==> src/verilog/didb_map.svh <==
// Purpose: constants for the eight-input debounce block
// Assumes: 25 MHz clock, 1 ms timer tick
// Notes:   times in ms, tick count derived from the clock rate
`ifndef DIDB_MAP_SVH
`define DIDB_MAP_SVH
`define DIDB_CLK_HZ        25000000
`define DIDB_TICK_MS       1
`define DIDB_TICK_CYCLES   ((`DIDB_CLK_HZ / 1000) * `DIDB_TICK_MS)
`define DIDB_NUM_INPUTS    8
`define DIDB_DELAY_MAX_MS  16'd65000
`define DIDB_DELAY_DEF_MS  16'd10
`define DIDB_AC_PU_MS      16'd2
`define DIDB_AC_DO_MS      16'd16
`endif

==> src/verilog/didb_pkg.sv <==
// Purpose: shared types of the debounce block
// Assumes: nothing beyond the map header
// Notes:   mode selects dc (numeric delay) or ac (fixed delays)
`default_nettype none
package didb_pkg;
  typedef enum logic [0:0] {
    DIDB_MODE_DC = 1'b0,
    DIDB_MODE_AC = 1'b1
  } didb_mode_t;
  typedef enum logic [1:0] {
    DIDB_ST_LOW  = 2'b00,
    DIDB_ST_PU   = 2'b01,
    DIDB_ST_HIGH = 2'b10,
    DIDB_ST_DO   = 2'b11
  } didb_state_t;
endpackage
`default_nettype wire

==> src/verilog/didb_chan.sv <==
// Purpose: pickup/dropout timer for one contact input
// Assumes: delays in ms, counted on the shared 1 ms tick
// Notes:   zero delay passes the raw sample through in one cycle
`timescale 1ns/1ps
`include "didb_map.svh"
`default_nettype none
module didb_chan
  import didb_pkg::*;
(
  input  wire logic        mclk_in,
  input  wire logic        reset_n_in,
  input  wire logic        tick_in,
  input  wire logic        raw_in,
  input  wire logic [15:0] pu_ms_in,
  input  wire logic [15:0] do_ms_in,
  output logic             qual_out
);
  didb_state_t st_r;
  didb_state_t st_nxt;
  logic [15:0] cnt_r;
  logic [15:0] cnt_nxt;
  logic        q_r;
  logic        q_nxt;

  // Stay must exceed the delay, so expiry is one tick past the setting
  always_comb begin
    st_nxt  = st_r;
    cnt_nxt = cnt_r;
    q_nxt   = q_r;
    case (st_r)
      DIDB_ST_LOW: begin
        q_nxt = 1'b0;
        if (raw_in) begin
          if (pu_ms_in == 16'h0000) begin
            st_nxt = DIDB_ST_HIGH;
            q_nxt  = 1'b1;
          end else begin
            st_nxt  = DIDB_ST_PU;
            cnt_nxt = 16'h0000;
          end
        end
      end
      DIDB_ST_PU: begin
        if (!raw_in) begin
          st_nxt = DIDB_ST_LOW;
        end else if (tick_in) begin
          if (cnt_r >= pu_ms_in) begin
            st_nxt = DIDB_ST_HIGH;
            q_nxt  = 1'b1;
          end else begin
            cnt_nxt = cnt_r + 16'h0001;
          end
        end
      end
      DIDB_ST_HIGH: begin
        q_nxt = 1'b1;
        if (!raw_in) begin
          if (do_ms_in == 16'h0000) begin
            st_nxt = DIDB_ST_LOW;
            q_nxt  = 1'b0;
          end else begin
            st_nxt  = DIDB_ST_DO;
            cnt_nxt = 16'h0000;
          end
        end
      end
      DIDB_ST_DO: begin
        if (raw_in) begin
          st_nxt = DIDB_ST_HIGH;
        end else if (tick_in) begin
          if (cnt_r >= do_ms_in) begin
            st_nxt = DIDB_ST_LOW;
            q_nxt  = 1'b0;
          end else begin
            cnt_nxt = cnt_r + 16'h0001;
          end
        end
      end
      default: begin
        st_nxt = DIDB_ST_LOW;
        q_nxt  = 1'b0;
      end
    endcase
  end

  always_ff @(posedge mclk_in) begin
    if (!reset_n_in) begin
      st_r  <= DIDB_ST_LOW;
      cnt_r <= 16'h0000;
      q_r   <= 1'b0;
    end else begin
      st_r  <= st_nxt;
      cnt_r <= cnt_nxt;
      q_r   <= q_nxt;
    end
  end

  assign qual_out = q_r;

  chk_zero_follow: assert property (@(posedge mclk_in) disable iff (!reset_n_in)
    (st_r == DIDB_ST_LOW && raw_in && pu_ms_in == 16'h0000) |=> qual_out)
    else $error("zero delay did not pass rise");
  chk_short_pulse: assert property (@(posedge mclk_in) disable iff (!reset_n_in)
    (st_r == DIDB_ST_PU && !raw_in) |=> !qual_out)
    else $error("short pulse reached output");
  chk_rise_cause: assert property (@(posedge mclk_in) disable iff (!reset_n_in)
    $rose(qual_out) |-> $past(raw_in))
    else $error("output rose without raw high");
  chk_fall_cause: assert property (@(posedge mclk_in) disable iff (!reset_n_in)
    $fell(qual_out) |-> $past(!raw_in))
    else $error("output fell without raw low");
endmodule // didb_chan
`default_nettype wire

==> src/verilog/didb_tick.sv <==
// Purpose: one-cycle 1 ms tick from the system clock
// Assumes: synchronous active-low reset
// Notes:   tick pulse is the only slow rate in the block
`timescale 1ns/1ps
`include "didb_map.svh"
`default_nettype none
module didb_tick (
  input  wire logic mclk_in,
  input  wire logic reset_n_in,
  output logic      tick_out
);
  localparam int TICK_N = `DIDB_TICK_CYCLES;
  logic [14:0] cnt_r;
  logic [14:0] cnt_nxt;
  logic        tick_r;
  logic        tick_nxt;

  always_comb begin
    tick_nxt = 1'b0;
    cnt_nxt  = cnt_r + 15'h0001;
    if (cnt_r == 15'(TICK_N - 1)) begin
      cnt_nxt  = 15'h0000;
      tick_nxt = 1'b1;
    end
  end

  always_ff @(posedge mclk_in) begin
    if (!reset_n_in) begin
      cnt_r  <= 15'h0000;
      tick_r <= 1'b0;
    end else begin
      cnt_r  <= cnt_nxt;
      tick_r <= tick_nxt;
    end
  end

  assign tick_out = tick_r;
endmodule // didb_tick
`default_nettype wire

==> src/verilog/didb_top.sv <==
// Purpose: eight-input contact debounce with dc and ac modes
// Assumes: raw samples synchronous to mclk_in, 25 MHz
// Notes:   qualified bits feed both logic and event recorder
//
// Behaviour
// Numeric setting selects dc mode, 0-65000 ms
// Raw sample through timer gives qualified bit
// Dc delay governs both pickup and dropout
// Zero dc delay passes raw without delay
// AC selection gives ac mode, no times
// Ac mode: 2 ms pickup, 16 ms dropout
// Rise starts pickup; early fall keeps zero
// High beyond pickup delay drives bit high
// Low beyond dropout delay drives bit low
// Same qualified bit feeds logic and recorder
// Eight own settings, default dc 10 ms
// 1 ms tick; reset clears timers, outputs
`timescale 1ns/1ps
`include "didb_map.svh"
`default_nettype none
module didb_top
  import didb_pkg::*;
(
  input  wire logic        mclk_in,
  input  wire logic        reset_n_in,
  input  wire logic [7:0]  raw_input_sample_in,
  input  wire logic [7:0]  input_ac_select_in,
  input  wire logic [127:0] input_qualify_delay_setting_in,
  input  wire logic        setting_load_in,
  output logic [7:0]       qualified_input_bit_out,
  output logic [7:0]       event_recorder_bit_out
);
  localparam int N = `DIDB_NUM_INPUTS;
  logic            tick;
  logic [7:0]      qual;
  didb_mode_t      mode_r   [N];
  didb_mode_t      mode_nxt [N];
  logic [15:0]     dly_r    [N];
  logic [15:0]     dly_nxt  [N];

  // Settings held locally; load outside range is ignored
  always_comb begin
    for (int i = 0; i < N; i++) begin
      mode_nxt[i] = mode_r[i];
      dly_nxt[i]  = dly_r[i];
      if (setting_load_in) begin
        if (input_ac_select_in[i]) begin
          mode_nxt[i] = DIDB_MODE_AC;
        end else if (input_qualify_delay_setting_in[i*16 +: 16] <= `DIDB_DELAY_MAX_MS) begin
          mode_nxt[i] = DIDB_MODE_DC;
          dly_nxt[i]  = input_qualify_delay_setting_in[i*16 +: 16];
        end
      end
    end
  end

  always_ff @(posedge mclk_in) begin
    for (int i = 0; i < N; i++) begin
      if (!reset_n_in) begin
        mode_r[i] <= DIDB_MODE_DC;
        dly_r[i]  <= `DIDB_DELAY_DEF_MS;
      end else begin
        mode_r[i] <= mode_nxt[i];
        dly_r[i]  <= dly_nxt[i];
      end
    end
  end

  didb_tick u_tick (
    .mclk_in    (mclk_in),
    .reset_n_in (reset_n_in),
    .tick_out   (tick)
  );

  genvar g;
  generate
    for (g = 0; g < N; g++) begin : g_ch
      logic [15:0] pu;
      logic [15:0] dn;
      assign pu = (mode_r[g] == DIDB_MODE_AC) ? `DIDB_AC_PU_MS : dly_r[g];
      assign dn = (mode_r[g] == DIDB_MODE_AC) ? `DIDB_AC_DO_MS : dly_r[g];
      didb_chan u_ch (
        .mclk_in    (mclk_in),
        .reset_n_in (reset_n_in),
        .tick_in    (tick),
        .raw_in     (raw_input_sample_in[g]),
        .pu_ms_in   (pu),
        .do_ms_in   (dn),
        .qual_out   (qual[g])
      );
      chk_ac_fixed: assert property (@(posedge mclk_in) disable iff (!reset_n_in)
        (mode_r[g] == DIDB_MODE_AC) |-> (pu == 16'h0002 && dn == 16'h0010))
        else $error("ac delays not fixed");
      chk_dc_both: assert property (@(posedge mclk_in) disable iff (!reset_n_in)
        (mode_r[g] == DIDB_MODE_DC) |-> (pu == dly_r[g] && dn == dly_r[g]))
        else $error("dc delay not shared");
      chk_range_kept: assert property (@(posedge mclk_in) disable iff (!reset_n_in)
        dly_r[g] <= `DIDB_DELAY_MAX_MS)
        else $error("delay out of range");
      chk_load_taken: assert property (@(posedge mclk_in) disable iff (!reset_n_in)
        (setting_load_in && !input_ac_select_in[g]
         && input_qualify_delay_setting_in[g*16 +: 16] <= `DIDB_DELAY_MAX_MS)
        |=> (mode_r[g] == DIDB_MODE_DC
             && dly_r[g] == $past(input_qualify_delay_setting_in[g*16 +: 16])))
        else $error("dc delay not loaded");
      chk_over_ignored: assert property (@(posedge mclk_in) disable iff (!reset_n_in)
        (setting_load_in && !input_ac_select_in[g]
         && input_qualify_delay_setting_in[g*16 +: 16] > `DIDB_DELAY_MAX_MS)
        |=> ($stable(dly_r[g]) && $stable(mode_r[g])))
        else $error("out of range delay accepted");
      chk_ac_taken: assert property (@(posedge mclk_in) disable iff (!reset_n_in)
        (setting_load_in && input_ac_select_in[g]) |=> (mode_r[g] == DIDB_MODE_AC))
        else $error("ac selection not taken");
    end
  endgenerate

  // One source for both consumers keeps stamps aligned with logic
  assign qualified_input_bit_out = qual;
  assign event_recorder_bit_out  = qual;

  chk_reset_clear: assert property (@(posedge mclk_in)
    !reset_n_in |=> (qualified_input_bit_out == 8'h00))
    else $error("outputs not cleared by reset");
  chk_recorder_same: assert property (@(posedge mclk_in) disable iff (!reset_n_in)
    event_recorder_bit_out == qualified_input_bit_out)
    else $error("recorder bit differs");
endmodule // didb_top
`default_nettype wire
==> config.mk <==
export PLATFORM = sky130hd
export DESIGN_NAME = didb_top
export DESIGN_NICKNAME = d
export VERILOG_FILES = /design/src/verilog/didb_pkg.sv /design/src/verilog/didb_chan.sv /design/src/verilog/didb_tick.sv /design/src/verilog/didb_top.sv
export VERILOG_INCLUDE_DIRS = /design/src /design/src/verilog
export SDC_FILE = /design/constraint.sdc
export NUM_CORES = 1
export LEC_CHECK = 0
export ABC_CLOCK_PERIOD_IN_PS = 4300
export BUFFER_PORTS_ARGS = -buffer_cell sky130_fd_sc_hd__buf_2
export CORE_ASPECT_RATIO = 1.25
export CORE_MARGIN = 1
export CORE_UTILIZATION = 45
export CTS_CLUSTER_SIZE = 14
export DETAILED_ROUTE_END_ITERATION = 10
export PLACE_DENSITY = 0.62
export SYNTH_ARGS = -nofsm -noshare
export SYNTH_HDL_FRONTEND = slang
export SYNTH_SLANG_ARGS = --single-unit
==> constraint.sdc <==
create_clock -name mclk_in -period 4.3 [get_ports mclk_in]
set_input_delay 0.86 -clock mclk_in [delete_from_list [all_inputs] [get_ports mclk_in]]
set_output_delay 0.86 -clock mclk_in [all_outputs]
set_load 0.005 [all_outputs]
; Word-level counts from Yosys, hierarchy flattened
; Memory sizes are Yosys's and may differ from the RTL's.
; Index checks and enable logic that the tools add are counted.
; W data, S select, Z words.
[word_totals]
ff_bits = 168
latchBits = 0
ramBits = 136
romBits = 0
inputBits = 147
output_inout_bits = 16
elab_cells = 627
n_memories = 2
[op_classes]
n_addsub = 9
mul = 0
div = 0
magnitude_cmp = 24
n_eq_ne = 153
shifts = 0
mux = 347
bitwise = 17
n_reduce_logical = 49
[memory_table]
columns = name, words, width, rd, rd_ports_with_merged_regs, wr, line_no
row1 = dly_r, 8, 16, 8, 0, 8, didb_top.sv:38  ; logic [15:0] dly_r [N];
row2 = mode_r, 8, 1, 8, 0, 8, didb_top.sv:36  ; didb_mode_t mode_r [N];
[ops]
columns = cell, n
row1 = $mux W16, 128
row2 = $pmux W16 S4, 8
row3 = $ge A16 B16 Y1, 16
row4 = $logic_not A16 Y1, 16
row5 = $mux W2, 80
row6 = $ne A2 B2 Y1 const B, 80
row7 = $add A16 B1 Y16 const B, 8
row8 = $le A16 B16 Y1 const B, 8
row9 = $mux W1, 115
row10 = $reduce_and A6 Y1, 16
row11 = $reduce_and A10 Y1, 8
row12 = $pmux W2 S4, 8
row13 = $ne A3 B2 Y1 const B, 16
row14 = $ne A3 B3 Y1 const B, 16
row15 = $eq A2 B2 Y1 const B, 16
row16 = $ne A2 B1 Y1 const B, 16
row17 = $pmux W1 S4, 8
row18 = $eq A2 B1 Y1 const B, 8
row19 = $logic_not A2 Y1, 8
row20 = $or A1 B1 Y1, 16
row21 = $add A15 B1 Y15 const B, 1
row22 = $eq A15 B15 Y1 const B, 1
row23 = $reduce_or A2 Y1, 1
row24 = $not A1 Y1, 1

; Logic depth before layout (Yosys ltp)
[depth]
ltp_word = 6
mapped_depth = 13
depth_no_buf = 9

; By module
; Synthesis repeated with hierarchy kept, for this count alone.
[hier_totals]
hier_cells = 3057
hier_area_um2 = 23958.0
[by_module_without_submodules]
columns = mod, n_inst, cells_each, area_each_um2
row1 = didb_chan (g_ch[0].u_ch ...), 7, 271, 2052.0
row2 = didb_top, 1, 834, 6957.9
row3 = didb_chan (g_ch[5].u_ch), 1, 248, 1925.6
row4 = didb_tick, 1, 78, 710.7

; Worst setup path after synthesis
; Ideal clock, no wire load.
[synth_timing]
path_type = reg-to-reg
from = memory mode_r[1][3] in the netlist's numbering
to = register g_ch[7].u_ch.cnt_r[10]
arrival_ps = 2876
path_slack_ps = 1306
stages_incl_launch_ff = 13
n_path_buf = 3
path_cell_list = dfxtp_1 > clkbuf_1 > clkbuf_1 > nand2b_1 > ha_1 > a21oi_1 > o21ai_0 > a221oi_4 > o211ai_2 > a221oi_1 > buf_2 > nand3_1 > a32o_1
[synth_rtl]
columns = item, line_no
row1 = "start, declared", didb_top.sv:36
row2 = "end signal, assigned", didb_chan.sv:93  ; cnt_r <= cnt_nxt;
row3 = "end, declared", didb_chan.sv:20  ; logic [15:0] cnt_r;

==> reports/summary.txt <==
Synth top area cells - dfxtp_1, ha_1, mux2i_1, nand2b_1, nor2_1
Via count - 17.38k
GRT Total Usage - 21.88%
Most frequent cell after synthesis - dfxtp_1
# hold bufs at CTS - 0
CP Launch Type - flop
Ports - 163
Reg2Reg Depth - 8
Die Ht - 231.8 um
Die area - 43,080 sq um
ANT nets after route - 0
Fin. max-slew vios - 0
Achievable Freq - 291.8 MHz
Area Growth Syn to Fin - 11.48%
Largest net degree at the start of global routing - 182
Power density over the cells - 321.5 nW/um^2
DRT Pass-1 Iters - 5
1st-iter DRT viols - 879
Cell count after synthesis - 2,333
CTS Buffer Depth - 3
Detailed placer's ending HPWL - 33.88 mm
Critical Path Start - mode_r[1][0]
Final worst path period share - 79.69%
Routed WL per cell - 15.88 um
Worst-path cell chain - nand2b_1, ha_1, nand4_1, nor3_1, a311oi_1, o211ai_1, o21a_1, o311ai_0
Distinct cells, synth - 81
Layout Nets - 2,709
Critical path class - reg2reg
Final Util - 51.29%
Post-synth top area cell - dfxtp_1
Net count after synthesis - 2,633
Drt via density - 5.829
Synth Cell Area - 19,010 sq um
Synth cell count leaders - dfxtp_1, nor2_1, nand2_1
RSZ-0062 raised after global routing - false
First-pass GRT wire length - 78.85 mm
Crit-path slowest cell - o21a_1
Final Wtd Congestion - 0.8397
Slew @ Worst Pin - 1.049 ns
Layout cells sized above 1 - 10.75%
Htree depth - 2
Clock Pin Slew Worst Setup and Hold Paths - 0.06 ns
Lkg Pwr - 8.897 nW
Buf+Inv Stages, Crit Path - 0
Die W - 185.9 um
Status - finished, final reports clean
Post-CTS Setup Bufs - 0
Worst slew margin - 29.42%
Max IR drop VDD - 279.1 uV
Warnings, synthesis - 0
CP Capture Type - flop
Later-pin clock latency in the skew report - 0.53 ns
Hold Path Class - reg2reg
Register area share after synthesis - 32.06%
Port buffer count - 162
Min-delay src - u_tick.cnt_r[0]
Hold Path Stages - 1
Initial antenna violation count - 0
Critical Path AT - 3.79 ns
Initial Utilization - 46.00%
Setup Viol. Count Final - 0
Crit Path Max Fanout - 27
Worst path required time - 4.66 ns
Post-cts resize count - 0
Fillers - 4,030
CP Depth - 8
Yosys reg bits - 304
Clk sinks - 304
MaxCap Viol Count - 0
CP max stage delay - 0.80 ns
Cts bufs inserted - 37
Placement Rows - 83
R2r startpoint - mode_r[1][0]
Fin crit period - 3.427 ns
Setup TNS - 0 ns
Top_reg_cell synth - dfxtp_1
Clock Skew - 0.01922 ns
Synth top area share - 31.90%
Vias in the first global route - 16.35k
Async SR Flop Fraction - 0%
Root Buffer Master - clkbuf_16
WL final - 47.34 mm
Total gr overflow - 0
Kind of cell adding the most delay to the critical path - compound AO/OA/AOI/OAI gates
Post-Syn Area per Cell - 8.150 sq um
# DRC - 0
CTS tree - built
Post-synth EDFFs - 1
Core footprint - 41,330 sq um
Final hold violation count - 0
## placed cells by master, fill, tap and decap left out, drive strengths merged, types with 48 or more instances in the layout
cell / count
a31oi: 65
nand2b: 148
nand4: 62
a21oi: 120
nor2: 238
o21ai: 84
buf: 177
ha: 153
mux2i: 139
dfxtp: 303
nor4: 48
nand2: 190
nand3: 129
clkbuf: 54
## logic make-up (layout without fill, tap and decap cells)
group,Yosys count,in the layout,share of synthesized area (%)
XOR/XNOR,14,14,0.6449
adder cells (fa/ha/maj),153,153,10.07
buffers and inverters,186,281,4.106
AO/OA/AOI/OAI,503,503,17.84
other,0,1,0
multiplexers,140,140,7.376
flip-flops,304,304,32.06
AND/OR/NAND/NOR,1033,1033,27.91
## area by class of cell
class | instances | area [sq um] | share of cell area [%]
antenna | 1 | 2.502 | 0.01180
clock buffer | 54 | 1080 | 5.094
clock inverter | 4 | 70.07 | 0.3305
inverter | 46 | 177.7 | 0.8382
multi-input combinational | 1843 | 12140 | 57.28
sequential | 304 | 6096 | 28.76
tap | 552 | 690.7 | 3.258
timing repair buffer | 177 | 938.4 | 4.427
## stage by stage
step / worst slack, ns / total power [W] / cells / hold WS [ns] / instance area, sq um
4_1_cts: 0.8571 / 0.006897 / 2980 / 0.4530 / 21200
5_1_grt: 0.4892 / 0.007133 / 2980 / 0.4768 / 21200
3_5_place_dp: 0.8413 / 0.003846 / 2922 / 0.4405 / 20050
6_report: 0.8733 / 0.006814 / 2981 / 0.4484 / 21200
2_1_floorplan: 1.306 / 0.003608 / 2333 / 0.4179 / 19010
3_3_place_gp: 0.9914 / 0.003822 / 2922 / 0.4292 / 20050
## power breakdown
part	internal, W	switching [W]	total (W)	leakage (nW)
clock network	0.00184	0.00119	0.00303	0.566
logic	0.000324	0.000446	0.000770	5.86
registers	0.00290	0.000112	0.00302	2.47
## routing by layer
layer / GRT usage, % / part of all wire (%)
met1: 27.82 / 46
met2: 37.83 / 48
met3: 2.854 / 3.5
met4: 7.070 / 2.3
met5: 0 / 0
## flip-flops by register name, indices dropped and copies added, names as in the netlist
register	cells
dly_r	128
u_tick.cnt_r	15
mode_r	8
u_tick.tick_out	1
g_ch.u_ch.cnt_r	128
g_ch.u_ch.qual_out	8
g_ch.u_ch.st_r	16
## path summary, 6_finish.rpt
check | endpoint | slack [ns]
min reg2reg | u_tick.cnt_r[0] | 0.45
min | u_tick.cnt_r[0] | 0.45
max | g_ch[4].u_ch.cnt_r[13] | 0.87
max reg2reg | g_ch[4].u_ch.cnt_r[13] | 0.87
Note: power is estimated with default switching activity, not from simulation.
